File: src/core/psr_pkg.sv
/*
  Constants shared by the power-state and reset sequencer: input indices of
  the synchroniser vector, reset values, sleep targets and timing counts.
  Assumes a single 125 MHz core clock.
*/
package psr_pkg;

  // ==========================================================================
  // Clock
  localparam int unsigned CLK_PERIOD_NS      = 8;

  // ==========================================================================
  // Timing
  // Length of the reset pulse started by one reset button press
  localparam int unsigned RESET_PULSE_NS     = 1000;
  localparam int unsigned RESET_PULSE_CYC    =
    (RESET_PULSE_NS + CLK_PERIOD_NS - 1) / CLK_PERIOD_NS;
  // Warning time on the suspend-imminent output before a sleep state
  localparam int unsigned SUSPEND_WARN_NS    = 1000;
  localparam int unsigned SUSPEND_WARN_CYC   =
    (SUSPEND_WARN_NS + CLK_PERIOD_NS - 1) / CLK_PERIOD_NS;
  localparam int unsigned CNT_WIDTH          = 16;

  // ==========================================================================
  // Synchroniser vector layout
  localparam int unsigned IX_PWR_BTN         = 0;
  localparam int unsigned IX_RST_BTN         = 1;
  localparam int unsigned IX_PGOOD           = 2;
  localparam int unsigned IX_RAIL_LOW        = 3;
  localparam int unsigned IX_WAKE_PCIE       = 4;
  localparam int unsigned IX_WAKE_GEN        = 5;
  localparam int unsigned IX_BAT_LOW         = 6;
  localparam int unsigned IX_OVERTEMP        = 7;
  localparam int unsigned IX_ALERT           = 8;
  localparam int unsigned IX_LID             = 9;
  localparam int unsigned IX_SLEEP_BTN       = 10;
  localparam int unsigned NUM_SYNC           = 11;
  // Idle levels: everything high except the rail-low flag
  localparam logic [10:0] SYNC_RESET         = 11'h7F7;

  // ==========================================================================
  // Sleep targets requested by software
  localparam logic [1:0]  TGT_NONE           = 2'h0;
  localparam logic [1:0]  TGT_S3             = 2'h1;
  localparam logic [1:0]  TGT_S4             = 2'h2;
  localparam logic [1:0]  TGT_S5             = 2'h3;

  // ==========================================================================
  // Power states
  typedef enum logic [2:0] {
    PSR_ON,
    PSR_WARN,
    PSR_S3,
    PSR_S4,
    PSR_S5
  } psr_state_e;

endpackage

File: src/core/psr_power_state_reset.sv
/*
  Power-state and reset sequencer: synchronises button and status pins,
  produces the carrier reset, suspend indicators, thermal trip and event
  pulses for the operating system.
  Assumes software and the watchdog sit on core_clk; all pins are async.
*/
`timescale 1ns/10ps

// Functional notes
// Power button falling edge leaves soft-off
// Carrier holds each button low 16 ms
// Reset button edge starts pulse, never held
// Carrier reset on any listed reset cause
// Low power-good means power not good
// Suspend-imminent asserted before entering suspend
// RAM indicator low exactly while in S3
// Carrier may invert RAM indicator for supply
// Disk indicator low while in S4
// Soft-off indicator mirrors disk indicator
// Either wake input wakes the system
// Low battery-low input reported as event
// Low over-temperature input reported as condition
// Thermal-trip output low after CPU shutdown
// Bus alert gives interrupt or wake
// Sleep and lid presses reported upward
// All pins synchronised before any logic
module psr_power_state_reset
  import psr_pkg::*;
#(
  parameter int unsigned CNT_W       = CNT_WIDTH,
  parameter int unsigned RESET_CYC   = RESET_PULSE_CYC,
  parameter int unsigned WARN_CYC    = SUSPEND_WARN_CYC
) (
  input  wire logic       core_clk,
  input  wire logic       rst,
  input  wire logic       power_button_n,
  input  wire logic       reset_button_n,
  input  wire logic       main_power_good,
  input  wire logic       main_supply_rail_low,
  input  wire logic       pcie_wake_n,
  input  wire logic       general_wake_n,
  input  wire logic       battery_low_n,
  input  wire logic       overtemp_in_n,
  input  wire logic       mgmt_bus_alert_n,
  input  wire logic       lid_n,
  input  wire logic       sleep_button_n,
  input  wire logic       watchdog_timeout,
  input  wire logic       sw_reset_req,
  input  wire logic       sw_sleep_req,
  input  wire logic [1:0] sw_sleep_target,
  input  wire logic       alert_to_wake,
  input  wire logic       cpu_thermal_trip,
  output logic            carrier_reset_out_n,
  output logic            suspend_imminent_n,
  output logic            suspend_ram_ind_n,
  output logic            suspend_disk_ind_n,
  output logic            soft_off_ind_n,
  output logic            thermal_shutdown_n,
  output logic [2:0]      power_state,
  output logic            wake_event,
  output logic            power_button_event,
  output logic            sleep_button_event,
  output logic            lid_event,
  output logic            battery_low_event,
  output logic            battery_low_active,
  output logic            overtemp_active,
  output logic            mgmt_interrupt
);

  // ==========================================================================
  // State
  typedef struct packed {
    psr_state_e            st;
    logic [1:0]            target;
    logic [NUM_SYNC-1:0]   meta;
    logic [NUM_SYNC-1:0]   sync;
    logic [NUM_SYNC-1:0]   prev;
    logic [CNT_W-1:0]      rst_cnt;
    logic [CNT_W-1:0]      warn_cnt;
    logic                  carrier_reset_out_n_n;
    logic                  susp_imm_n;
    logic                  ram_n;
    logic                  disk_n;
    logic                  thermal_n;
    logic                  wake_evt;
    logic                  pwr_evt;
    logic                  sleep_evt;
    logic                  lid_evt;
    logic                  bat_evt;
    logic                  bat_lvl;
    logic                  ot_lvl;
    logic                  smi;
  } psr_regs_s;

  psr_regs_s           r;
  psr_regs_s           next_r;
  logic [NUM_SYNC-1:0] pins;
  logic [NUM_SYNC-1:0] fall;
  logic                reset_req;
  logic                wake_any;

  assign pins = {sleep_button_n, lid_n, mgmt_bus_alert_n, overtemp_in_n, battery_low_n,
                 general_wake_n, pcie_wake_n, main_supply_rail_low, main_power_good,
                 reset_button_n, power_button_n};

  // ==========================================================================
  // Next state
  always_comb begin
    next_r = r;
    // two-stage synchroniser
    next_r.meta = pins;
    next_r.sync = r.meta;
    next_r.prev = r.sync;
    fall = r.prev & ~r.sync;

    // pulse per press, not level
    if (fall[IX_RST_BTN]) begin
      next_r.rst_cnt = CNT_W'(RESET_CYC);
    end else if (r.rst_cnt != '0) begin
      next_r.rst_cnt = r.rst_cnt - 1'b1;
    end

    // reset causes, R5 included
    reset_req = (r.rst_cnt != '0) | ~r.sync[IX_PGOOD] | r.sync[IX_RAIL_LOW] |
                watchdog_timeout | sw_reset_req | (r.st != PSR_ON);
    next_r.carrier_reset_out_n_n = ~reset_req;

    // wake sources, R15 and R16 wake paths
    wake_any = fall[IX_WAKE_PCIE] | fall[IX_WAKE_GEN] | fall[IX_SLEEP_BTN] |
               fall[IX_PWR_BTN] | (fall[IX_ALERT] & alert_to_wake);

    next_r.wake_evt = 1'b0;
    case (r.st)
      PSR_ON: begin
        // warn before suspend
        if (sw_sleep_req && sw_sleep_target != TGT_NONE) begin
          next_r.target   = sw_sleep_target;
          next_r.warn_cnt = CNT_W'(WARN_CYC);
          next_r.st       = PSR_WARN;
        end
      end
      PSR_WARN: begin
        if (r.warn_cnt <= CNT_W'(1)) begin
          next_r.warn_cnt = '0;
          case (r.target)
            TGT_S3:  next_r.st = PSR_S3;
            TGT_S4:  next_r.st = PSR_S4;
            default: next_r.st = PSR_S5;
          endcase
        end else begin
          next_r.warn_cnt = r.warn_cnt - 1'b1;
        end
      end
      PSR_S3, PSR_S4: begin
        if (wake_any) begin
          next_r.st       = PSR_ON;
          next_r.wake_evt = 1'b1;
        end
      end
      PSR_S5: begin
        // power button leaves soft-off
        if (fall[IX_PWR_BTN]) begin
          next_r.st       = PSR_ON;
          next_r.wake_evt = 1'b1;
        end
      end
      default: begin
        next_r.st = PSR_S5;
      end
    endcase

    // trip forces off and latches low
    if (cpu_thermal_trip) begin
      next_r.st        = PSR_S5;
      next_r.wake_evt  = 1'b0;
      next_r.thermal_n = 1'b0;
    end

    // Indicators follow the state being entered, so they align with power_state
    next_r.susp_imm_n = (next_r.st == PSR_ON);
    // RAM indicator
    next_r.ram_n      = (next_r.st != PSR_S3);
    // disk indicator, low in S4 and soft-off
    next_r.disk_n     = ~((next_r.st == PSR_S4) || (next_r.st == PSR_S5));

    // button and lid reports
    next_r.pwr_evt   = fall[IX_PWR_BTN] & (r.st == PSR_ON);
    next_r.sleep_evt = fall[IX_SLEEP_BTN] & (r.st == PSR_ON);
    next_r.lid_evt   = r.prev[IX_LID] ^ r.sync[IX_LID];
    // battery low level and edge
    next_r.bat_evt   = fall[IX_BAT_LOW];
    next_r.bat_lvl   = ~r.sync[IX_BAT_LOW];
    // off-module over-temperature
    next_r.ot_lvl    = ~r.sync[IX_OVERTEMP];
    // alert routed to interrupt
    next_r.smi       = fall[IX_ALERT] & ~alert_to_wake;
  end

  // ==========================================================================
  // Registers
  // Reset leaves the system in soft-off with the carrier held in reset
  always_ff @(posedge core_clk) begin
    if (rst) begin
      r            <= '0;
      r.st         <= PSR_S5;
      r.meta       <= SYNC_RESET;
      r.sync       <= SYNC_RESET;
      r.prev       <= SYNC_RESET;
      r.susp_imm_n <= 1'b0;
      r.ram_n      <= 1'b1;
      r.disk_n     <= 1'b0;
      r.thermal_n  <= 1'b1;
    end else begin
      r <= next_r;
    end
  end

  // ==========================================================================
  // Outputs
  assign carrier_reset_out_n = r.carrier_reset_out_n_n;
  assign suspend_imminent_n  = r.susp_imm_n;
  assign suspend_ram_ind_n   = r.ram_n;
  assign suspend_disk_ind_n  = r.disk_n;
  // same flop as disk indicator
  assign soft_off_ind_n      = r.disk_n;
  assign thermal_shutdown_n  = r.thermal_n;
  assign power_state         = r.st;
  assign wake_event          = r.wake_evt;
  assign power_button_event  = r.pwr_evt;
  assign sleep_button_event  = r.sleep_evt;
  assign lid_event           = r.lid_evt;
  assign battery_low_event   = r.bat_evt;
  assign battery_low_active  = r.bat_lvl;
  assign overtemp_active     = r.ot_lvl;
  assign mgmt_interrupt      = r.smi;
endmodule

File: config.mk
export PLATFORM = sky130hd
export DESIGN_NAME = psr_power_state_reset
export DESIGN_NICKNAME = d
export VERILOG_FILES = /design/src/core/psr_pkg.sv /design/src/core/psr_power_state_reset.sv
export SDC_FILE = /design/constraint.sdc
export NUM_CORES = 1
export LEC_CHECK = 0
export ABC_AREA = 1
export BUFFER_PORTS_ARGS = -buffer_cell sky130_fd_sc_hd__buf_2
export CORE_ASPECT_RATIO = 1.4
export CORE_MARGIN = 1.5
export CORE_UTILIZATION = 62
export DETAILED_ROUTE_END_ITERATION = 10
export HOLD_SLACK_MARGIN = 0.08
export PLACE_DENSITY = 0.84
export SYNTH_ARGS = -nofsm -noshare
export SYNTH_HDL_FRONTEND = slang
export SYNTH_SLANG_ARGS = --single-unit
export TNS_END_PERCENT = 10
File: constraint.sdc
create_clock -name core_clk -period 2.55 [get_ports core_clk]
set_input_delay 0.3825 -clock core_clk [delete_from_list [all_inputs] [get_ports core_clk]]
set_output_delay 0.3825 -clock core_clk [all_outputs]
set_load 0.1 [all_outputs]
==> qor.yml <==
setup_path:
  crit_path_start_kind: "register"
  required_ns: 2.77
  crit_arrival_ns: 1.91
  critPathCaptureType: "register"
  worstPathMaxFanout: 9
  crit_type: "reg -> reg"
die:
  ios: 37
  die_area_sq_um: 5970
  coreArea_sq_um: 5240
  start_util: 0.653
  die_width_um: 65.7
  num_rows: 31
  die_h_um: 90.8
logic_synthesis:
  synth_compound_area_frac: 0.0776
  synth_fa_ha_area_frac: 0.0146
  synth-simple-area-share: 0.314
  synth_top_family_by_area: "simple AND/OR/NAND/NOR gates"
  synthTopCellsByArea: "dfxtp_1 47%, nand2_1 9.2%, nor2_1 6.0%"
  ys.flop_type: "dfxtp_1"
  synth_area_leader_cell: "dfxtp_1"
  synth.yosys.seq_area_share: 0.469
  synthCells: 438
  synthDistinctLibCells: 31
  yosysMostFrequentCell: "nand2_1"
  syn-num-nets: 462
  synthMuxAreaShare: 0
  synth_area_sq_um: 3420
  async_reset_ff_frac: 0
  synth_common_cells: "84 x nand2_1, 80 x dfxtp_1, 55 x nor2_1"
  synth-xor-area-share: 0.0461
  synth-warning-count: 0
  synth.top_cell.area_share: 0.469
  avgSynthCellArea_sq_um: 7.80
  synth_edf_count: 0
  synth_seq_cells: 80
routing:
  postRouteAntennaNets: 0
  first_pass_iters: 4
  drcViolationCount: 0
  vias: 2791
  finalWirelength_mm: 6.36
  via_per_inst: 5.12
  wire_per_inst_um: 11.7
  drt_iter0_drc: 174
sta:
  final_max_slew_viol_count: 0
  rsz0062_at_grt: "no"
  post-route-period-util: 0.660
  finClkSkew_ns: 0.0104
  fin_ws_ns: 0.867
  final_hold_viol_count: 0
  max-slew-margin-rel: 0.596
  max_freq_ghz: 0.594
  period_needed_ns: 1.68
  worst_pin_slew_ns: 0.607
  setup-tns-final_ns: 0
  setup-violations-final: 0
place:
  io_buffers: 36
  pre_cts_ws_ns: 0.923
  gp_congestion: 0.899
  dp_hpwl_mm: 4.54
  place_area_sq_um: 3620
clocking:
  insertion_delay_ns: 0.35
  cts.sinks: 80
  tritoncts: "done"
  clock_path_buffers: 2
  clk_pin_slew_ns: 0.09
  holdBufCountCts: 0
  cts_root_buf: "clkbuf_8"
  post_cts_buffers: 0
  ctsResizeCount: 0
  h-tree-depth: 3
  cts_buffers: 9
flow_run:
  drv_cap: 0
global_route:
  grt_pass1_wl_mm: 11.1
  grt_max_degree: 41
  antenna_found_initial: 0
  grt.overflow.total: 0
  grtUsageTotal: 0.236
  grt_pass1_vias: 2637
final_layout:
  largest-register: "r"
  largest_reg_flops: 42
  drive_above_1_share: 0.223
  n_antenna_cell: 0
  syn2layout_area_growth_pct: 11.3
  nets: 498
  final_cell_area_sq_um: 3800
pwr:
  power.leakage_nw: 1.84
  switching_share: 0.373
  pwr-share-clk: 0.257
  seqPwrFrac: 0.436
  p_sw_w: 0.00127
  vdd_drop_max_uv: 583
  internal_power_w: 0.00213
  powerDensity_nw_per_um2: 893
  comb_power_share: 0.306
status:
  status: "finished, final reports clean"
min_path:
  hp-class: "in -> reg"
cells in the final DEF, fill, tap and decap left out, drive strengths merged:
cell type	count
nand2	92
dfxtp	80
nor2	69
inv	57
buf	37
a21oi	28
or2	21
nand3	21
o21ai	15
xor2	11
nor3	10
clkbuf	10
xnor2	7
a211oi	4
nand4	4
ha	4
nand3b	3
clkinv	2
a31oi	1
o22ai	1
nor4	1
nor3b	1
power groups by stage:
stage | logic [W] | clock network (W) | registers (W)
detailed placement | 0.00101 | 0 | 0.00150
floorplan | 0.000802 | 0 | 0.00151
finish | 0.00104 | 0.000874 | 0.00148
global placement | 0.000976 | 0 | 0.00150
global route | 0.00117 | 0.000960 | 0.00150
CTS | 0.00102 | 0.000897 | 0.00148
logic make-up after synthesis:
group | Yosys count
xor+xnor | 18
fa+ha+maj | 4
buf+inv | 65
simple gates | 222
compound gates | 49
flops | 80
worst max-delay path: stages, from the launching register on:
cell and delay [ns]:
dfxtp_1 0.35, inv_1 0.12, ha_1 0.19, nand2_1 0.11, nor3_1 0.30, nand3_2 0.27, inv_1 0.14, nor3_1 0.07
metrics by stage:
step / utilization / hold slack, ns / cells / power (W)
2_1_floorplan: - / 0.368 / 438 / 0.00232
3_3_place_gp: 0.691 / 0.372 / 529 / 0.00248
3_5_place_dp: 0.691 / 0.386 / 529 / 0.00251
4_1_cts: 0.726 / 0.195 / 545 / 0.00340
5_1_grt: 0.726 / 0.190 / 545 / 0.00363
6_report: 0.726 / 0.207 / 545 / 0.00340
routing by layer:
layer	wire [um]	GRT usage	vias up
met1	2730	0.282	1242
met3	313	0.0648	19
met4	199	0.108	0
met2	3120	0.386	82
met5	0	0	-
li1	-	-	1448
area by class of cell:
cell class	count	area (sq um)
flip-flops and latches	80	1600
multi-input cells	293	1550
fillers	412	1430
inverters	53	199
repair buffers	37	188
clock buffers	10	138
well taps	66	82.6
clock inverters	6	48.8
path summary, 6_finish.rpt:
check,endpoint,from,depth (start not counted),slack [ns]
min reg2reg,overtemp_active,next_r[52],1,0.40
max,r[37],r[29],7,0.87
max reg2reg,r[37],r[29],7,0.87
min,next_r[58],main_power_good,2,0.21
Note: power is estimated with default switching activity, not from simulation.
